File: src/pkg/serial_port_defs.svh
`ifndef SERIAL_PORT_DEFS_SVH
`define SERIAL_PORT_DEFS_SVH

// ==========================================================================
// register byte offsets
`define OFS_CTRL 8'h00
`define OFS_STAT 8'h04
`define OFS_DATA 8'h08
`define OFS_PINS 8'h0c

// ==========================================================================
// reset values and writable masks
`define CTRL_RST 8'h00
`define CTRL_MASK 8'hf3
`define PINS_RST 8'h10
`define PINS_MASK 8'h1f

// ==========================================================================
// status register layout
`define STAT_FLAG 7
`define STAT_WCOL 6
`define STAT_DBL 0

// ==========================================================================
// bus answers
`define RESP_OKAY 2'b00
`define RESP_SLVERR 2'b10

// ==========================================================================
// bits per byte and half periods of the serial clock in cpu cycles
`define BYTE_BITS 4'd8
`define LAST_BIT 4'd7
`define HALF_N0 7'd2
`define HALF_N1 7'd8
`define HALF_N2 7'd32
`define HALF_N3 7'd64
`define HALF_D0 7'd1
`define HALF_D1 7'd4
`define HALF_D2 7'd16
`define HALF_D3 7'd32

`endif

File: src/pkg/serial_port_pkg.sv
package serial_port_pkg;

    // control register fields
    typedef struct packed {
        logic irq_en;
        logic enable;
        logic lsb_first;
        logic master;
        logic [1:0] rsvd;
        logic [1:0] rate;
    } ctrl_t;

    // pin direction and select level register fields
    typedef struct packed {
        logic [2:0] rsvd;
        logic ss_level;
        logic miso_dir;
        logic ss_dir;
        logic sck_dir;
        logic mosi_dir;
    } pins_t;

    // one bit for each serial pad
    typedef struct packed {
        logic mosi;
        logic miso;
        logic sck;
        logic ss;
    } pad_t;

    // master clock generator states
    typedef enum logic [1:0] {
        ST_IDLE = 2'b00,
        ST_LOW = 2'b01,
        ST_HIGH = 2'b10
    } state_t;

endpackage

File: src/rtl/serial_peripheral_port.sv
// The register addresses and the AXI4-Lite register port were chosen for this implementation.
`timescale 1ns/1ps
`include "serial_port_defs.svh"

// Summary of operation
// - a low select starts a transfer; the slave shifts only while select is low
// - master-out carries data to the slave, master-in back, both each clock
// - select high between packets resets the slave bit counter
// - as master the select pin is driven from software only
// - a data write in master mode starts the clock for exactly 8 bits
// - master clock stops after one byte and the completion flag sets
// - flag set with interrupt enable raises the interrupt in either mode
// - each finished byte is kept in the receive buffer
// - slave with select high stays idle, master-in output released
// - slave data may be written with select high; no shifting until low
// - slave flag sets after a full byte; next byte may be loaded early
// - data writes during a byte are refused: single transmit buffer
// - receive buffer overwritten by the next byte if not read
// - slave detects the serial clock by sampling it on the cpu clock
// - enabled port overrides pin directions per master or slave mode
// - bit order selectable: lsb first or msb first
// - master offers seven serial clock rates from the cpu clock
// - double speed with rate 0 gives a serial clock of the cpu clock over two
// - enable, master and rate bit 0 together give a clock of fck/16
// - a refused data write sets the write collision flag
// - the completion interrupt also raises the wake request
module serial_peripheral_port #(
    parameter int ADDR_W = 8
) (
    // clock and reset
    input wire logic aclk,
    input wire logic aresetn,
    // axi4-lite write address and data
    input wire logic [ADDR_W-1:0] awaddr,
    input wire logic awvalid,
    output logic awready,
    input wire logic [31:0] wdata,
    input wire logic [3:0] wstrb,
    input wire logic wvalid,
    output logic wready,
    // axi4-lite write response
    output logic [1:0] bresp,
    output logic bvalid,
    input wire logic bready,
    // axi4-lite read
    input wire logic [ADDR_W-1:0] araddr,
    input wire logic arvalid,
    output logic arready,
    output logic [31:0] rdata,
    output logic [1:0] rresp,
    output logic rvalid,
    input wire logic rready,
    // serial pads
    input wire serial_port_pkg::pad_t pad_in,
    output serial_port_pkg::pad_t pad_out,
    output serial_port_pkg::pad_t pad_oe,
    // events
    output logic irq,
    output logic wake_req
);

    // ======================================================================
    // helpers
    // one-hot register select {pins, data, stat, ctrl}
    function automatic logic [3:0] reg_sel(input logic [ADDR_W-1:0] a);
        reg_sel = {a == ADDR_W'(`OFS_PINS), a == ADDR_W'(`OFS_DATA),
                   a == ADDR_W'(`OFS_STAT), a == ADDR_W'(`OFS_CTRL)};
    endfunction

    // bit that leaves the shifter next
    function automatic logic out_of(input logic [7:0] d, input logic lsb);
        out_of = lsb ? d[0] : d[7];
    endfunction

    // shift one received bit in at the far end
    function automatic logic [7:0] shift_in(input logic [7:0] d, input logic b,
                                            input logic lsb);
        shift_in = lsb ? {b, d[7:1]} : {d[6:0], b};
    endfunction

    // half period of the serial clock in cpu cycles
    function automatic logic [6:0] half_of(input logic [1:0] r, input logic dbl);
        case ({dbl, r})
            3'b000: half_of = `HALF_N0;
            3'b001: half_of = `HALF_N1;
            3'b010: half_of = `HALF_N2;
            3'b011: half_of = `HALF_N3;
            3'b100: half_of = `HALF_D0;
            3'b101: half_of = `HALF_D1;
            3'b110: half_of = `HALF_D2;
            default: half_of = `HALF_D3;
        endcase
    endfunction

    // ======================================================================
    // state
    serial_port_pkg::ctrl_t ctrl_reg;
    serial_port_pkg::pins_t pins_reg;
    serial_port_pkg::state_t state_reg;
    logic dbl_reg, flag_reg, wcol_reg, armed_reg;
    logic [7:0] rx_buf_reg, shift_reg;
    logic out_bit_reg, sck_reg, sck_prev_reg;
    logic [3:0] cnt_reg;
    logic [6:0] div_reg;
    logic bvalid_reg, rvalid_reg;
    logic [1:0] bresp_reg, rresp_reg;
    logic [31:0] rdata_reg;

    // ======================================================================
    // bus decode
    logic wr_fire, rd_fire, wr_lane, master, slave_mode, slave_active, busy;
    logic wr_data, rd_data, rd_stat, data_load, collision, clear_ev;
    logic m_lead, m_trail, s_lead, s_trail, lead, trail, in_bit, done;
    logic [3:0] wsel, rsel;
    logic [6:0] half;
    logic [7:0] shift_nx;

    // both channels are taken together so the pair can never tear
    assign wr_fire = awvalid & wvalid & ~bvalid_reg;
    assign awready = wr_fire;
    assign wready = wr_fire;
    assign arready = ~rvalid_reg;
    assign rd_fire = arvalid & ~rvalid_reg;
    assign wsel = reg_sel(awaddr);
    assign rsel = reg_sel(araddr);
    assign wr_lane = wr_fire & wstrb[0];
    assign wr_data = wr_lane & wsel[2];
    assign rd_data = rd_fire & rsel[2];
    assign rd_stat = rd_fire & rsel[1];

    // mode decode and transfer events
    assign master = ctrl_reg.enable & ctrl_reg.master;
    assign slave_mode = ctrl_reg.enable & ~ctrl_reg.master;
    assign slave_active = slave_mode & ~pad_in.ss;
    assign busy = master ? (state_reg != serial_port_pkg::ST_IDLE) : (cnt_reg != 4'h0);
    assign data_load = wr_data & ~busy;
    assign collision = wr_data & busy;
    assign clear_ev = armed_reg & (rd_data | wr_data);
    assign half = half_of(ctrl_reg.rate, dbl_reg);
    assign m_lead = master & (state_reg == serial_port_pkg::ST_LOW) & (div_reg == 7'h00);
    assign m_trail = master & (state_reg == serial_port_pkg::ST_HIGH) & (div_reg == 7'h00);
    // sampled pin edges, never a clock of its own
    assign s_lead = slave_active & pad_in.sck & ~sck_prev_reg;
    assign s_trail = slave_active & ~pad_in.sck & sck_prev_reg;
    assign lead = m_lead | s_lead;
    assign trail = m_trail | s_trail;
    assign in_bit = master ? pad_in.miso : pad_in.mosi;
    assign shift_nx = shift_in(shift_reg, in_bit, ctrl_reg.lsb_first);
    assign done = (m_trail & (cnt_reg == `BYTE_BITS)) | (s_lead & (cnt_reg == `LAST_BIT));

    // ======================================================================
    // axi answers, one cycle after the request is taken
    always_ff @(posedge aclk) begin
        if (!aresetn) begin
            bvalid_reg <= 1'b0;
            bresp_reg <= `RESP_OKAY;
        end else if (wr_fire) begin
            bvalid_reg <= 1'b1;
            bresp_reg <= (wsel != 4'h0) ? `RESP_OKAY : `RESP_SLVERR;
        end else if (bready) begin
            bvalid_reg <= 1'b0;
        end
    end

    // read data is captured when the address is taken
    always_ff @(posedge aclk) begin
        if (!aresetn) begin
            rvalid_reg <= 1'b0;
            rresp_reg <= `RESP_OKAY;
            rdata_reg <= 32'h0000_0000;
        end else if (rd_fire) begin
            rvalid_reg <= 1'b1;
            rresp_reg <= (rsel != 4'h0) ? `RESP_OKAY : `RESP_SLVERR;
            case (rsel)
                4'b0001: rdata_reg <= {24'h00_0000, ctrl_reg};
                4'b0010: rdata_reg <= {24'h00_0000, flag_reg, wcol_reg, 5'h00, dbl_reg};
                4'b0100: rdata_reg <= {24'h00_0000, rx_buf_reg};
                4'b1000: rdata_reg <= {24'h00_0000, pins_reg};
                default: rdata_reg <= 32'h0000_0000;
            endcase
        end else if (rready) begin
            rvalid_reg <= 1'b0;
        end
    end

    assign bvalid = bvalid_reg;
    assign bresp = bresp_reg;
    assign rvalid = rvalid_reg;
    assign rresp = rresp_reg;
    assign rdata = rdata_reg;

    // ======================================================================
    // software registers
    always_ff @(posedge aclk) begin
        if (!aresetn) begin
            ctrl_reg <= `CTRL_RST;
            pins_reg <= `PINS_RST;
            dbl_reg <= 1'b0;
        end else begin
            if (wr_lane & wsel[0])
                ctrl_reg <= wdata[7:0] & `CTRL_MASK;
            if (wr_lane & wsel[3])
                pins_reg <= wdata[7:0] & `PINS_MASK;
            if (wr_lane & wsel[1])
                dbl_reg <= wdata[`STAT_DBL];
        end
    end

    // flag pair: a new event in the clearing cycle wins
    always_ff @(posedge aclk) begin
        if (!aresetn) begin
            flag_reg <= 1'b0;
            wcol_reg <= 1'b0;
            armed_reg <= 1'b0;
        end else begin
            if (done)
                flag_reg <= 1'b1;
            else if (clear_ev)
                flag_reg <= 1'b0;
            if (collision)
                wcol_reg <= 1'b1;
            else if (clear_ev)
                wcol_reg <= 1'b0;
            if (rd_stat & (flag_reg | wcol_reg))
                armed_reg <= 1'b1;
            else if (clear_ev)
                armed_reg <= 1'b0;
        end
    end

    // ======================================================================
    // master clock generator
    always_ff @(posedge aclk) begin
        if (!aresetn) begin
            state_reg <= serial_port_pkg::ST_IDLE;
            sck_reg <= 1'b0;
            div_reg <= 7'h00;
        end else if (!master) begin
            state_reg <= serial_port_pkg::ST_IDLE;
            sck_reg <= 1'b0;
            div_reg <= 7'h00;
        end else begin
            case (state_reg)
                serial_port_pkg::ST_IDLE: begin
                    if (data_load) begin
                        state_reg <= serial_port_pkg::ST_LOW;
                        div_reg <= half - 7'h01;
                    end
                end
                serial_port_pkg::ST_LOW: begin
                    if (div_reg == 7'h00) begin
                        sck_reg <= 1'b1;
                        div_reg <= half - 7'h01;
                        state_reg <= serial_port_pkg::ST_HIGH;
                    end else begin
                        div_reg <= div_reg - 7'h01;
                    end
                end
                serial_port_pkg::ST_HIGH: begin
                    if (div_reg == 7'h00) begin
                        sck_reg <= 1'b0;
                        div_reg <= half - 7'h01;
                        // stop after the eighth bit
                        state_reg <= (cnt_reg == `BYTE_BITS) ? serial_port_pkg::ST_IDLE
                                                              : serial_port_pkg::ST_LOW;
                    end else begin
                        div_reg <= div_reg - 7'h01;
                    end
                end
                default: state_reg <= serial_port_pkg::ST_IDLE;
            endcase
        end
    end

    // ======================================================================
    // shifter, bit counter and receive buffer
    always_ff @(posedge aclk) begin
        if (!aresetn)
            sck_prev_reg <= 1'b0;
        else
            sck_prev_reg <= pad_in.sck;
    end

    // transmit byte loaded only between bytes
    always_ff @(posedge aclk) begin
        if (!aresetn)
            shift_reg <= 8'h00;
        else if (data_load)
            shift_reg <= wdata[7:0];
        else if (lead)
            shift_reg <= shift_nx;
    end

    // select high aborts a partial slave byte
    always_ff @(posedge aclk) begin
        if (!aresetn)
            cnt_reg <= 4'h0;
        else if (!ctrl_reg.enable | (slave_mode & pad_in.ss))
            cnt_reg <= 4'h0;
        else if (s_lead)
            cnt_reg <= (cnt_reg == `LAST_BIT) ? 4'h0 : cnt_reg + 4'h1;
        else if (m_lead)
            cnt_reg <= cnt_reg + 4'h1;
        else if (done)
            cnt_reg <= 4'h0;
    end

    // new bit goes out on the trailing edge
    always_ff @(posedge aclk) begin
        if (!aresetn)
            out_bit_reg <= 1'b0;
        else if (data_load)
            out_bit_reg <= out_of(wdata[7:0], ctrl_reg.lsb_first);
        else if (trail)
            out_bit_reg <= out_of(shift_reg, ctrl_reg.lsb_first);
    end

    // unread bytes are simply overwritten
    always_ff @(posedge aclk) begin
        if (!aresetn)
            rx_buf_reg <= 8'h00;
        else if (done)
            rx_buf_reg <= master ? shift_reg : shift_nx;
    end

    // ======================================================================
    // pads and events
    assign pad_out.mosi = out_bit_reg;
    assign pad_out.miso = out_bit_reg;
    assign pad_out.sck = sck_reg;
    assign pad_out.ss = pins_reg.ss_level;

    // direction override only while enabled
    always_comb begin
        pad_oe.mosi = pins_reg.mosi_dir;
        pad_oe.sck = pins_reg.sck_dir;
        pad_oe.ss = pins_reg.ss_dir;
        pad_oe.miso = pins_reg.miso_dir;
        if (master) begin
            pad_oe.miso = 1'b0;
        end else if (slave_mode) begin
            pad_oe.mosi = 1'b0;
            pad_oe.sck = 1'b0;
            pad_oe.ss = 1'b0;
            pad_oe.miso = pins_reg.miso_dir & ~pad_in.ss;
        end
    end

    assign irq = ctrl_reg.irq_en & flag_reg;
    assign wake_req = irq;
endmodule

File: config.mk
export PLATFORM = sky130hd
export DESIGN_NAME = serial_peripheral_port
export DESIGN_NICKNAME = d
export VERILOG_FILES = /design/src/pkg/serial_port_pkg.sv /design/src/rtl/serial_peripheral_port.sv
export VERILOG_INCLUDE_DIRS = /design/src /design/src/pkg
export SDC_FILE = /design/constraint.sdc
export NUM_CORES = 1
export LEC_CHECK = 0
export BUFFER_PORTS_ARGS = -buffer_cell sky130_fd_sc_hd__buf_2
export CAP_MARGIN = 30
export CORE_ASPECT_RATIO = 1.4
export CORE_MARGIN = 2
export CORE_UTILIZATION = 25
export CTS_CLUSTER_SIZE = 24
export DETAILED_ROUTE_END_ITERATION = 8
export PLACE_DENSITY = 0.46
export SLEW_MARGIN = 20
export SYNTH_ARGS = -nofsm -noshare
export SYNTH_HDL_FRONTEND = slang
export SYNTH_SLANG_ARGS = --single-unit
File: constraint.sdc
create_clock -name aclk -period 5.9 [get_ports aclk]
set_clock_uncertainty 0.05 [all_clocks]
set_input_delay 0.885 -clock aclk [delete_from_list [all_inputs] [get_ports aclk]]
set_output_delay 0.885 -clock aclk [all_outputs]
set_load 0.01 [all_outputs]
## Yosys cells after proc, flatten, opt, wreduce, memory -nomap -nowiden

Cells that the tools add are included.

- Flip-flop bits (word level): 85
- Input bits: 63
- Output and inout port bits: 51
- Word-level logic and storage cells: 163

- Add/sub/neg operators: 3
- Equality and inequality tests: 22
- Multiplexer cells: 41
- Bitwise operators: 44
- Reductions and logical operators: 26

Operators by type and width:

| cell | count |
|---|---|
| one-hot mux 7 bit (6 select lines) | 1 |
| equality test 8 x 4 -> 1 bit (second input constant) | 4 |
| 2-to-1 mux 8 bit | 4 |
| one-hot mux 8 bit (4 select lines) | 1 |
| AND 1 bit | 30 |
| 2-to-1 mux 4 bit | 5 |
| nonzero test 2 bit | 10 |
| 2-to-1 mux 1 bit | 19 |
| equality test 8 x 3 -> 1 bit (second input constant) | 2 |
| zero test 8 bit | 2 |
| 2-to-1 mux 7 bit | 2 |
| one-hot mux 7 bit (2 select lines) | 1 |
| subtractor 7 x 1 -> 7 bit (second input constant) | 2 |
| 2-to-1 mux 2 bit | 6 |
| nonzero test 4 bit | 3 |
| equality test 3 bit (second input constant) | 3 |
| equality test 4 x 3 -> 1 bit (second input constant) | 2 |
| equality test 4 bit (second input constant) | 2 |
| NOT 1 bit | 8 |
| zero test 7 bit | 1 |
| OR 1 bit | 6 |
| one-hot mux 2 bit (3 select lines) | 1 |
| AND reduction 3 bit | 2 |
| adder 4 x 1 -> 4 bit (second input constant) | 1 |
| other kinds (15) | 18 |

## Longest topological paths before layout

Gate-level depths: netlist of run 1.

- Word-level depth: 10
- Gate-level depth with buffers: 9
- Depth with buffers taken out: 7

## Least setup slack after synthesis of run 1

OpenSTA, ideal clock, no wires.

- Path kind: input port to flip-flop
- Start point: input araddr[5]
- End point: register wcol_reg
- Library setup time: 124 ps
- Data arrival time: 2491 ps
- Data required time: 5726 ps
- Setup slack: 3235 ps
- Stages: 5
- Buffers on the path: 0
- Path through: or4_1 nor4_1 a21oi_1 o21ai_0 a21boi_0

- Word-level cells in the longest chain between the ends: 5

Ends and longest elaborated chain:

| element | RTL line | RTL |
|---|---|---|
| start, declared | serial_peripheral_port.sv:46 | `input wire logic [ADDR_W-1:0] araddr,` |
| equality test 8 x 4 -> 1 bit | serial_peripheral_port.sv:66 | `` reg_sel = {a == ADDR_W'(`OFS_PINS), a == ADDR_W'(`OFS_DATA), `` |
| AND 1 bit | serial_peripheral_port.sv:128 | `assign rd_data = rd_fire & rsel[2];` |
| OR 1 bit | serial_peripheral_port.sv:138 | `assign clear_ev = armed_reg & (rd_data \| wr_data);` |
| AND 1 bit | serial_peripheral_port.sv:138 |  |
| nonzero test 2 bit (no source line) | - |  |
| end signal, assigned | serial_peripheral_port.sv:213 | `wcol_reg <= 1'b0;` |
| end signal, assigned | serial_peripheral_port.sv:221 | `wcol_reg <= 1'b1;` |
| end signal, assigned | serial_peripheral_port.sv:223 | `wcol_reg <= 1'b0;` |
| end, declared | serial_peripheral_port.sv:100 | `logic dbl_reg, flag_reg, wcol_reg, armed_reg;` |

No other way between the ends.
A chain may end at the register's enable or synchronous reset.

## Worst setup path in the final report of run 1

- Start point: register div_reg[0]
- End point: register cnt_reg[0]

- Word-level cells in the longest chain between the ends: 5
- Elaborated cells between the ends (all ways): 8
- Those cells by class: 2 x mux; 4 x bitwise; 2 x reduce/logical

Ends and longest elaborated chain:

| element | RTL line | RTL |
|---|---|---|
| start, declared | serial_peripheral_port.sv:104 | `logic [6:0] div_reg;` |
| start signal, assigned | serial_peripheral_port.sv:247 | `div_reg <= half - 7'h01;` |
| start signal, assigned | serial_peripheral_port.sv:253 | `div_reg <= half - 7'h01;` |
| start signal, assigned | serial_peripheral_port.sv:256 | `div_reg <= div_reg - 7'h01;` |
| zero test 7 bit * | serial_peripheral_port.sv:140, serial_peripheral_port.sv:141 |  |
| AND 1 bit | serial_peripheral_port.sv:141 | `assign m_trail = master & (state_reg == serial_port_pkg::ST_HIGH) & (div_reg == 7'h00);` |
| AND 1 bit | serial_peripheral_port.sv:149 | `` assign done = (m_trail & (cnt_reg == `BYTE_BITS)) \| (s_lead & (cnt_reg == `LAST_BIT)); `` |
| OR 1 bit | serial_peripheral_port.sv:149 |  |
| nonzero test 3 bit (no source line) | - |  |
| end signal, assigned | serial_peripheral_port.sv:301 | `` cnt_reg <= (cnt_reg == `LAST_BIT) ? 4'h0 : cnt_reg + 4'h1; `` |
| end signal, assigned | serial_peripheral_port.sv:303 | `cnt_reg <= cnt_reg + 4'h1;` |
| end, declared | serial_peripheral_port.sv:103 | `logic [3:0] cnt_reg;` |

Every way passes the cells marked *; elsewhere a longest branch is shown, timed or not.

==> results of run 1 <==
## tightest hold or removal path, delay by kind of cell, from the launching register on
kind	cells	cell delay [ps]
AOI/OAI and AO/OA	1	30
DFF	1	310
and+or+nand+nor	1	50
## metrics by stage
| step | area (µm²) | hold WS [ps] |
|---|---|---|
| final | 4130 | 395 |
| after global routing | 4130 | 425 |
| after CTS | 4110 | 395 |
| after detailed placement | 3830 | 388 |
| after global placement | 3820 | 380 |
| after floorplan | 3610 | 370 |
## metal layers
layer	GRT usage	vias up	wire, µm
met5	0	-	0
met4	0.0420	0	156
met3	0.0284	9	337
met2	0.216	69	4660
met1	0.148	1391	4060
li1	-	1497	-
## synthesized netlist by cell type, types with 3 or more instances
cell type,n
nor3_1,7
dfxtp_1,59
a21oi_1,9
or2_2,3
nand4_1,14
o21ai_0,22
o21a_1,5
and2_1,15
nand2b_1,6
nor2_1,19
nor2b_1,21
o22ai_1,3
o211a_1,3
o211ai_1,7
mux2_2,9
clkbuf_1,19
nor4_1,4
a31oi_1,4
inv_1,20
ha_1,7
a21boi_0,3
mux2i_1,37
a22oi_1,7
nand3_1,6
buf_4,32
nor3b_1,3
nand2_1,34
## cells by family (layout without fill, tap and decap cells)
kind of cell	after synthesis	count (layout)
simple gates	148	148
fa+ha+maj	7	7
buf+inv	74	99
mux	47	47
other cells	1	27
xor+xnor	3	3
compound gates	74	74
flops	59	59
## path summary, 6_finish.rpt
check | startpoint | endpoint | slack, ps
setup / recovery | div_reg[0] | cnt_reg[0] | 2950
hold / removal | div_reg[6] | div_reg[6] | 390
setup reg to reg | div_reg[0] | cnt_reg[0] | 2950
hold reg to reg | div_reg[6] | div_reg[6] | 390
## power by group through the flow
| stage | clock [mW] | sequential (mW) | combinational (mW) |
|---|---|---|---|
| 2_1_floorplan | 0 | 0.412 | 0.0416 |
| 3_3_place_gp | 0 | 0.411 | 0.0509 |
| 3_5_place_dp | 0 | 0.411 | 0.0517 |
| 4_1_cts | 0.508 | 0.403 | 0.0519 |
| 5_1_grt | 0.529 | 0.403 | 0.0582 |
| 6_report | 0.497 | 0.403 | 0.0525 |
## layout make-up
type | instances | share of cell area
sequential | 59 | 0.286
multi-input combinational | 305 | 0.489
clock buffer | 13 | 0.0655
clock inverter | 2 | 0.00242
tap | 185 | 0.0561
timing repair buffer | 64 | 0.0824
inverter | 20 | 0.0182
antenna | 1 | 0.000606
## layout by cell type, fill, tap and decap left out, drive strengths merged, types with 3 or more instances in the layout
| cell type | netlist | routed |
|---|---|---|
| a31oi | 4 | 4 |
| nor3b | 3 | 3 |
| inv | 20 | 20 |
| a21oi | 9 | 9 |
| a21boi | 3 | 3 |
| nor2 | 19 | 19 |
| mux2 | 9 | 9 |
| a22oi | 7 | 7 |
| dfxtp | 59 | 59 |
| mux2i | 37 | 37 |
| o22ai | 3 | 3 |
| clkbuf | 19 | 13 |
| o21a | 5 | 5 |
| nand3 | 6 | 6 |
| or2 | 3 | 3 |
| nand2 | 34 | 34 |
| and2 | 16 | 16 |
| nor4 | 4 | 4 |
| o211ai | 7 | 7 |
| nand4 | 14 | 14 |
| nand2b | 6 | 6 |
| conb | 1 | 26 |
| nor2b | 21 | 21 |
| nor3 | 7 | 7 |
| buf | 35 | 64 |
| ha | 7 | 7 |
| o211a | 3 | 3 |
| o21ai | 22 | 22 |
==> insert_results.sql, run 1 <==
INSERT INTO impl_metrics (metric_group, metric, value, unit) VALUES
('cells_and_area', 'nets', '529', ''),
('synthesis', 'synth_enable_flop_cells', '0', ''),
('route', 'dr.pass1.iters', '4', ''),
('cells_and_area', 'finish.cell_count_without_fillers', '649', ''),
('power_and_ir_drop', 'power_switching', '217', 'µW'),
('worst_setup_path', 'critPathBufInv', '1', ''),
('route', 'avgViaCountPerCell', '4.57', ''),
('die', 'floorplan.rows', '51', ''),
('timing', 'maxSlewViolCount', '0', ''),
('global_routing', 'groute.usage.overall', '0.123', ''),
('worst_setup_path', 'family_with_the_most_delay_on_the_worst_path', 'simple AND/OR/NAND/NOR gates', ''),
('route', 'drtAntennaViolNets', '0', ''),
('worst_setup_path', 'criticalPathCategory', 'register to register', ''),
('power_and_ir_drop', 'power.share.switching', '0.227', ''),
('worst_setup_path', 'crit_arrival', '3120', 'ps'),
('timing', 'min_period_over_period', '0.500', ''),
('timing', 'worst-slew-pin-transition', '839', 'ps'),
('power_and_ir_drop', 'max-vdd-ir-drop', '0.169', 'mV'),
('synthesis', 'netlist.top_cell.by_area', 'dfxtp_1', ''),
('die', 'core', '13800', 'µm²'),
('power_and_ir_drop', 'power_per_cell_area', '231', 'nW/µm²'),
('synthesis', 'post_synth_xor_area_fraction', '0.00748', ''),
('timing', 'timing.final.setup_violations', '0', ''),
('synthesis', 'yosys-top-cells-area', 'dfxtp_1 (34%), mux2i_1 (11%), buf_4 (6.8%)', ''),
('timing', 'timing.slew.headroom', '0.441', ''),
('die', 'floorplan.die_area', '15000', 'µm²'),
('power_and_ir_drop', 'finalPower', '952', 'µW'),
('min_path', 'hold_depth', '2', ''),
('cells_and_area', 'layout-area-overhead-vs-synth', '17.5', '%'),
('cells_and_area', 'postLayoutCoreUtil', '0.298', ''),
('synthesis', 'synth.top_cell.area_share', '0.336', ''),
('power_and_ir_drop', 'pwr-share-seq', '0.423', ''),
('worst_setup_path', 'cp_max_fo', '13', ''),
('min_path', 'class_of_the_tightest_hold_or_removal_check', 'register to register', ''),
('clock_network', 'cts_tree', 'built', ''),
('status', 'run_status', 'finished clean', ''),
('clock_network', 'tritoncts_num_sinks', '59', ''),
('global_routing', 'grt_pass1_wl', '14.5', 'mm'),
('synthesis', 'postSynthAreaPerCell', '8.51', 'µm²'),
('worst_setup_path', 'timing.reg2reg.worst_path_depth', '7', ''),
('global_routing', 'antenna_found_initial', '1', ''),
('synthesis', 'synth-simple-area-share', '0.231', ''),
('cells_and_area', 'multi_input_comb_area', '2020', 'µm²'),
('synthesis', 'syn_std_cell_area', '3510', 'µm²'),
('power_and_ir_drop', 'clkPwrFrac', '0.522', ''),
('placed_design', 'globalplace.congestion', '0.776', ''),
('timing', 'final_period_minus_worst_setup_slack', '2950', 'ps'),
('timing', 'setup_total_negative_slack', '0', 'ps'),
('clock_network', 'cts_htree_levels', '3', ''),
('synthesis', 'postSynthRegisterBits', '59', ''),
('die', 'ioPinCount', '114', ''),
('die', 'die_y', '144', 'µm'),
('die', 'start_util', '0.254', ''),
('synthesis', 'synth_top_family_by_area', 'simple AND/OR/NAND/NOR gates', ''),
('cells_and_area', 'seqCellArea', '1180', 'µm²'),
('route', 'post_drt_wl_per_cell', '14.2', 'µm'),
('route', 'drc_errors', '0', ''),
('clock_network', 'ctsHoldBuffers', '0', ''),
('clock_network', 'cts_made_buffers', '9', ''),
('route', 'route.final.wire_length', '9.21', 'mm'),
('worst_setup_path', 'endpoint_kind', 'register', ''),
('clock_network', 'cts.clk_slew.worst_paths', '50', 'ps'),
('power_and_ir_drop', 'p_comb_frac', '0.055', ''),
('run', 'total_of_max_cap_violations', '0', ''),
('synthesis', 'synth_seq_area_share', '0.336', ''),
('placed_design', 'hpwl_detailed', '6.85', 'mm'),
('route', 'dr_total_vias', '2966', ''),
('worst_setup_path', 'cp.required', '6070', 'ps'),
('timing', 'layout_setup_ws', '2950', 'ps'),
('worst_setup_path', 'sequence_of_cells_on_the_critical_path', 'inv_1 -> ha_1 -> or4b_1 -> or3_4 -> o32ai_4 -> nor3_1 -> mux2_2', ''),
('worst_setup_path', 'crit_cells', '7', '');
Note: power is estimated with default switching activity, not from simulation.
==> run 2, diff against run 1 <==
- ABC_AREA: not set -> 1
- clock period: 5.9 -> 2.9 ns (I/O delays scaled with it)
==> insert_results.sql, run 2 <==
INSERT INTO impl_metrics (metric_group, metric, value, unit) VALUES
('status', 'run_status', 'finished clean', ''),
('die', 'die_x', '106', 'µm'),
('timing', 'hold_slack', '282', 'ps'),
('timing', 'timing.final.hold_violations', '0', ''),
('synthesis', 'synth_enable_flop_cells', '0', ''),
('synthesis', 'asyncSetResetFlopFracSynth', '0', ''),
('worst_setup_path', 'sequence_of_cells_on_the_critical_path', 'nand2_2 -> inv_2 -> nand2_1 -> nand2_1 -> nand3_4 -> nand2_4 -> nand2_2 -> nand2_1 -> nand2_1 -> nor2_1', ''),
('clock_network', 'clock_root_buffer', 'clkbuf_16', ''),
('route', 'dr.first_iter.drc_count', '119', ''),
('worst_setup_path', 'endpoint_kind', 'register', ''),
('cells_and_area', 'postLayoutCellArea', '4260', 'µm²'),
('power_and_ir_drop', 'static-leakage-power', '2.00', 'nW'),
('die', 'floorplan.rows', '52', ''),
('synthesis', 'postSynthAreaPerCell', '6.40', 'µm²'),
('cells_and_area', 'seqCellArea', '1180', 'µm²'),
('clock_network', 'cts_setup_buffers', '0', ''),
('global_routing', 'grt_pass1_wl', '16.3', 'mm'),
('die', 'start_util', '0.253', ''),
('power_and_ir_drop', 'max-vdd-ir-drop', '0.190', 'mV'),
('power_and_ir_drop', 'power.share.switching', '0.228', ''),
('die', 'floorplan.die_area', '15500', 'µm²'),
('placed_design', 'postPlaceCellArea', '3960', 'µm²'),
('die', 'ioPinCount', '114', ''),
('power_and_ir_drop', 'clkPwrFrac', '0.536', ''),
('clock_network', 'cts_tree', 'built', ''),
('synthesis', 'netlist.top_cell.by_area', 'dfxtp_1', ''),
('timing', 'maxSlewViolCount', '0', ''),
('worst_setup_path', 'critical_path.most_common_cell', 'nand2_1', ''),
('global_routing', 'groute.usage.overall', '0.134', ''),
('worst_setup_path', 'cp-start-kind', 'register', ''),
('placed_design', 'globalplace.congestion', '0.837', ''),
('worst_setup_path', 'critical_path.slowest_cell', 'dfxtp_1', ''),
('global_routing', 'grt_start_max_net_pins', '31', ''),
('synthesis', 'synth_ff_type', 'dfxtp_1', ''),
('worst_setup_path', 'largest_stage_delay_worst_path', '440', 'ps'),
('timing', 'worst-slew-pin-transition', '574', 'ps'),
('synthesis', 'synth_seq_area_share', '0.326', ''),
('global_routing', 'antenna_found_initial', '0', ''),
('worst_setup_path', 'cp.required', '3120', 'ps'),
('synthesis', 'netlist_top_cells_count', 'nand2_1 (123), nor2_1 (87), inv_1 (65)', ''),
('clock_network', 'ctsHoldBuffers', '0', ''),
('synthesis', 'yosys-top-cells-area', 'dfxtp_1 (33%), nand2_1 (13%), nor2_1 (9.0%)', ''),
('global_routing', 'first_global_vias', '3332', ''),
('min_path', 'class_of_the_tightest_hold_or_removal_check', 'input pin to register', ''),
('synthesis', 'syn_std_cell_area', '3620', 'µm²'),
('synthesis', 'synth.top_cell.area_share', '0.326', ''),
('route', 'avgViaCountPerCell', '4.38', ''),
('clock_network', 'clkLatencyLatePin', '340', 'ps'),
('cells_and_area', 'number_of_diodes', '0', ''),
('clock_network', 'cts.clk_slew.worst_paths', '50', 'ps'),
('synthesis', 'synth.distinct_cells', '32', ''),
('cells_and_area', 'layout_commonest_cell', 'nand2_1', ''),
('route', 'dr_total_vias', '3560', ''),
('worst_setup_path', 'criticalPathCategory', 'register to register', ''),
('route', 'route.final.wire_length', '10.1', 'mm'),
('timing', 'layout_setup_ws', '679', 'ps'),
('synthesis', 'yosys_warnings', '0', ''),
('clock_network', 'cts.path.max_buffers', '2', ''),
('power_and_ir_drop', 'pwr-share-seq', '0.405', ''),
('die', 'core', '14300', 'µm²'),
('worst_setup_path', 'cp_max_fo', '20', ''),
('cells_and_area', 'layout-drive-gt1-share', '0.149', ''),
('power_and_ir_drop', 'power_per_cell_area', '474', 'nW/µm²'),
('placed_design', 'buffer_ports.inserted', '60', ''),
('synthesis', 'postSynthRegisterBits', '59', ''),
('synthesis', 'post-synth-top-count-cell', 'nand2_1', ''),
('power_and_ir_drop', 'power_switching', '460', 'µW'),
('power_and_ir_drop', 'p_comb_frac', '0.059', ''),
('synthesis', 'postSynthCellCount', '565', ''),
('worst_setup_path', 'crit_arrival', '2440', 'ps'),
('timing', 'setup_total_negative_slack', '0', 'ps'),
('route', 'drtAntennaViolNets', '0', ''),
('cells_and_area', 'layout_common_cells', 'nand2_1 (123), nor2_1 (87), inv_1 (65)', ''),
('clock_network', 'cts_htree_levels', '3', ''),
('timing', 'rsz0062_at_grt', 'no', ''),
('die', 'die_y', '146', 'µm'),
('cells_and_area', 'multi_input_comb_area', '1950', 'µm²'),
('timing', 'timing.fmax', '450', 'MHz'),
('timing', 'timing.slew.headroom', '0.616', ''),
('route', 'post_drt_wl_per_cell', '12.5', 'µm'),
('run', 'total_of_max_cap_violations', '0', ''),
('route', 'drc_errors', '0', ''),
('timing', 'final_period_minus_worst_setup_slack', '2220', 'ps'),
('clock_network', 'cts_made_buffers', '9', ''),
('timing', 'min_period_over_period', '0.766', ''),
('cells_and_area', 'filler_cell_count', '1660', ''),
('clock_network', 'post_cts_resized', '0', ''),
('placed_design', 'place_ws', '658', 'ps'),
('global_routing', 'overflow', '0', ''),
('timing', 'timing.final.setup_violations', '0', ''),
('placed_design', 'hpwl_detailed', '7.85', 'mm'),
('cells_and_area', 'layout-area-overhead-vs-synth', '17.6', '%'),
('power_and_ir_drop', 'intPower', '1.56', 'mW'),
('route', 'dr.pass1.iters', '4', ''),
('cells_and_area', 'nets', '689', ''),
('clock_network', 'tritoncts_num_sinks', '59', '');
==> run 2: kinds of logic after synthesis <==
group                      Yosys count  share of synthesized area
AOI/OAI and AO/OA                   92                      0.131
xor gates and xnor gates             4                    0.00968
adders and majority gates            7                     0.0242
buffers and inverters              116                      0.161
DFF                                 59                      0.326
muxes                                2                    0.00553
other                                1                    0.00104
and+or+nand+nor                    284                      0.341
==> run 2: path summary, 6_finish.rpt <==
check	to	slack, ps	depth (start not counted)	start
setup reg to reg	div_reg[3]	680	10	ctrl_reg[6]
hold / removal	sck_prev_reg	280	3	pad_in[1]
hold reg to reg	rdata[4]	410	2	rdata[4]
setup / recovery	div_reg[3]	680	10	ctrl_reg[6]
==> run 2: area by class of cell <==
cell class	instances	area share
clock buffers	13	0.0611
clock inverters	2	0.00823
inverters	69	0.0608
multi-input cells	415	0.457
flip-flops and latches	59	0.277
well taps	189	0.0556
repair buffers	65	0.0794
==> run 2: critical path, delay by kind of cell (launching register included) <==
| kind | cells | cell delay [ps] |
|---|---|---|
| AND/OR/NAND/NOR | 9 | 1380 |
| flip-flops | 1 | 440 |
| buffers and inverters | 1 | 260 |
==> run 2: power by group through the flow <==
| stage | Combinational [mW] | Clock, mW | Sequential, mW |
|---|---|---|---|
| 5_1_grt | 0.134 | 1.14 | 0.818 |
| 4_1_cts | 0.119 | 1.11 | 0.818 |
| 6_report | 0.119 | 1.08 | 0.818 |
| 2_1_floorplan | 0.0892 | 0 | 0.837 |
| 3_3_place_gp | 0.117 | 0 | 0.835 |
| 3_5_place_dp | 0.119 | 0 | 0.835 |
==> run 2: metal layers <==
metal	vias up	track usage	wire length, µm
met5	-	0	0
met4	0	0.0467	185
met3	15	0.0263	416
met2	87	0.235	5000
met1	1611	0.161	4530
li1	1847	-	-
==> run 2: metrics by stage <==
step / total power [mW] / util / std cells
6_report: 2.02 / 0.297 / 812
5_1_grt: 2.09 / 0.297 / 812
4_1_cts: 2.05 / 0.297 / 812
3_5_place_dp: 0.954 / 0.277 / 797
3_3_place_gp: 0.952 / 0.277 / 797
2_1_floorplan: 0.926 / - / 590
==> run 3, diff against run 2 <==
- ABC_AREA: 1 -> 0
- PLACE_DENSITY: 0.46 -> 0.48
- clock period: 2.9 -> 2 ns (I/O delays scaled with it)
==> insert_results.sql, run 3 (synthesized netlist as in run 1, its figures left out) <==
INSERT INTO impl_metrics (metric_group, metric, value, unit) VALUES
('status', 'run_status', 'complete, but fails checks', ''),
('status', 'violations', 'negative setup slack', ''),
('cells_and_area', 'layout-drive-gt1-share', '0.315', ''),
('worst_setup_path', 'timing.critical_path.from', 'div_reg[0]', ''),
('route', 'dr.pass1.iters', '4', ''),
('timing', 'hold_slack', '166', 'ps'),
('route', 'post_drt_wl_per_cell', '13.8', 'µm'),
('route', 'dr.first_iter.drc_count', '96', ''),
('clock_network', 'clock_root_buffer', 'clkbuf_16', ''),
('die', 'core', '13800', 'µm²'),
('cells_and_area', 'finish.cell_count_without_fillers', '693', ''),
('worst_setup_path', 'worstReg2RegEnd', 'cnt_reg[0]', ''),
('power_and_ir_drop', 'pwr-share-seq', '0.414', ''),
('timing', 'timing.fmax', '439', 'MHz'),
('timing', 'timing.final.setup_violations', '28', ''),
('route', 'drc_errors', '0', ''),
('worst_setup_path', 'endpoint_kind', 'register', ''),
('clock_network', 'cts.clk_slew.worst_paths', '60', 'ps'),
('timing', 'rsz0062_at_grt', 'yes', ''),
('global_routing', 'groute.usage.overall', '0.130', ''),
('worst_setup_path', 'timing.reg2reg.worst_path_depth', '8', ''),
('worst_setup_path', 'r2r_start', 'div_reg[0]', ''),
('timing', 'min_period_over_period', '1.14', ''),
('timing', 'setup_total_negative_slack', '-4620', 'ps'),
('cells_and_area', 'postLayoutCellArea', '4620', 'µm²'),
('power_and_ir_drop', 'finalPower', '2.87', 'mW'),
('die', 'die_x', '104', 'µm'),
('route', 'drtAntennaViolNets', '0', ''),
('global_routing', 'overflow', '0', ''),
('timing', 'timing.final.hold_violations', '0', ''),
('die', 'ioPinCount', '114', ''),
('cells_and_area', 'number_of_diodes', '0', ''),
('clock_network', 'clkLatencyLatePin', '330', 'ps'),
('power_and_ir_drop', 'power_switching', '669', 'µW'),
('cells_and_area', 'layout-area-overhead-vs-synth', '31.6', '%'),
('worst_setup_path', 'worst-r2r-setup-slack', '-280', 'ps'),
('placed_design', 'place_ws', '-241', 'ps'),
('clock_network', 'tritoncts_num_sinks', '59', ''),
('timing', 'final_period_minus_worst_setup_slack', '2280', 'ps'),
('global_routing', 'antenna_found_initial', '0', ''),
('worst_setup_path', 'cp_max_fo', '3', ''),
('clock_network', 'cts_tree', 'built', ''),
('die', 'floorplan.die_area', '15000', 'µm²'),
('clock_network', 'cts.path.max_buffers', '2', ''),
('route', 'avgViaCountPerCell', '4.60', ''),
('cells_and_area', 'layout_common_cells', 'buf_2 (60), dfxtp_1 (58), buf_4 (43)', ''),
('route', 'dr_total_vias', '3188', ''),
('placed_design', 'postPlaceCellArea', '4160', 'µm²'),
('power_and_ir_drop', 'clkPwrFrac', '0.529', ''),
('die', 'floorplan.rows', '51', ''),
('placed_design', 'placed_cells_incl_taps', '669', ''),
('die', 'start_util', '0.254', ''),
('worst_setup_path', 'crit_arrival', '2450', 'ps'),
('worst_setup_path', 'criticalPathCategory', 'register to register', ''),
('clock_network', 'cts_htree_levels', '3', ''),
('worst_setup_path', 'cp-start-kind', 'register', ''),
('timing', 'layout_setup_ws', '-277', 'ps'),
('clock_network', 'ctsHoldBuffers', '0', ''),
('power_and_ir_drop', 'max-vdd-ir-drop', '0.397', 'mV'),
('cells_and_area', 'layout_commonest_cell', 'buf_2', ''),
('global_routing', 'first_global_vias', '3048', ''),
('power_and_ir_drop', 'p_comb_frac', '0.057', ''),
('global_routing', 'grt_pass1_wl', '15.4', 'mm'),
('cells_and_area', 'nets', '574', ''),
('worst_setup_path', 'cp.required', '2170', 'ps'),
('power_and_ir_drop', 'intPower', '2.20', 'mW'),
('power_and_ir_drop', 'static-leakage-power', '1.95', 'nW'),
('route', 'route.final.wire_length', '9.58', 'mm'),
('global_routing', 'grt_start_max_net_pins', '25', ''),
('run', 'total_of_max_cap_violations', '0', ''),
('power_and_ir_drop', 'power.share.switching', '0.233', ''),
('die', 'die_y', '144', 'µm'),
('placed_design', 'hpwl_detailed', '7.44', 'mm'),
('placed_design', 'globalplace.congestion', '0.807', ''),
('cells_and_area', 'postLayoutCoreUtil', '0.334', ''),
('min_path', 'class_of_the_tightest_hold_or_removal_check', 'input pin to register', ''),
('worst_setup_path', 'setup.worst_path.end', 'cnt_reg[0]', ''),
('clock_network', 'cts_made_buffers', '9', ''),
('power_and_ir_drop', 'power_per_cell_area', '620', 'nW/µm²'),
('timing', 'maxSlewViolCount', '0', ''),
('placed_design', 'buffer_ports.inserted', '60', '');
[run 3: changes by cell type in the layout (fill, tap and decap cells not counted), sizes merged, moves of 25 or more]
| cell | before | now |
|---|---|---|
| a21oi | 34 | 9 |
| mux2i | 2 | 37 |
| inv | 68 | 20 |
| buf | 65 | 109 |
| nand2 | 128 | 34 |
| o21ai | 53 | 22 |
| nand3 | 47 | 6 |
| nor2 | 92 | 19 |
[run 3: layout make-up]
class	instances	area, µm²
multi-input combinational	305	2140
tap	185	231
fill	1489	9220
sequential	59	1180
inverter	20	75.1
clock inverter	5	55.1
timing repair buffer	109	708
clock buffer	10	229
[run 3: layer usage]
layer  wire length, µm  track usage  part of all wire
met5                 0            0                 0
met4               200       0.0441             0.021
met3               374       0.0252             0.039
met2              5050        0.242              0.53
met1              3950        0.148              0.41
[run 3: critical path, stage by stage, from the launching register on]
cell     delay [ps]
dfxtp_2         320
inv_2            70
ha_4            130
or4b_4          480
or3_4           360
o32ai_4         270
buf_4           170
nor3_2           40
mux2_4          270
[run 3: what timing repair did]
| action | in CTS | in global routing |
|---|---|---|
| buffers inserted | 1 | 7 |
| endpoints found under the setup margin | 30 | 31 |
| resized for setup | 16 | 19 |
| gates cloned | 1 | 0 |
| pin swaps | 2 | 10 |
[run 3: power by group through the flow]
stage          registers, mW  clock network, mW  logic [mW]
6_report                1.19               1.52       0.163
5_1_grt                 1.19               1.60       0.184
4_1_cts                 1.19               1.55       0.166
3_5_place_dp            1.21                  0       0.166
3_3_place_gp            1.21                  0       0.163
2_1_floorplan           1.22                  0       0.123
[run 3: worst min-delay path by stage]
stage / startpoint / endpoint / slack, ps / depth (start not counted)
2_1_floorplan: div_reg[6] / div_reg[6] / 370 / 2
3_3_place_gp: div_reg[6] / div_reg[6] / 390 / 2
3_5_place_dp: div_reg[6] / div_reg[6] / 390 / 2
4_1_cts: arvalid / rvalid / 150 / 2
5_1_grt: arvalid / rvalid / 180 / 2
6_report: arvalid / rvalid / 170 / 2
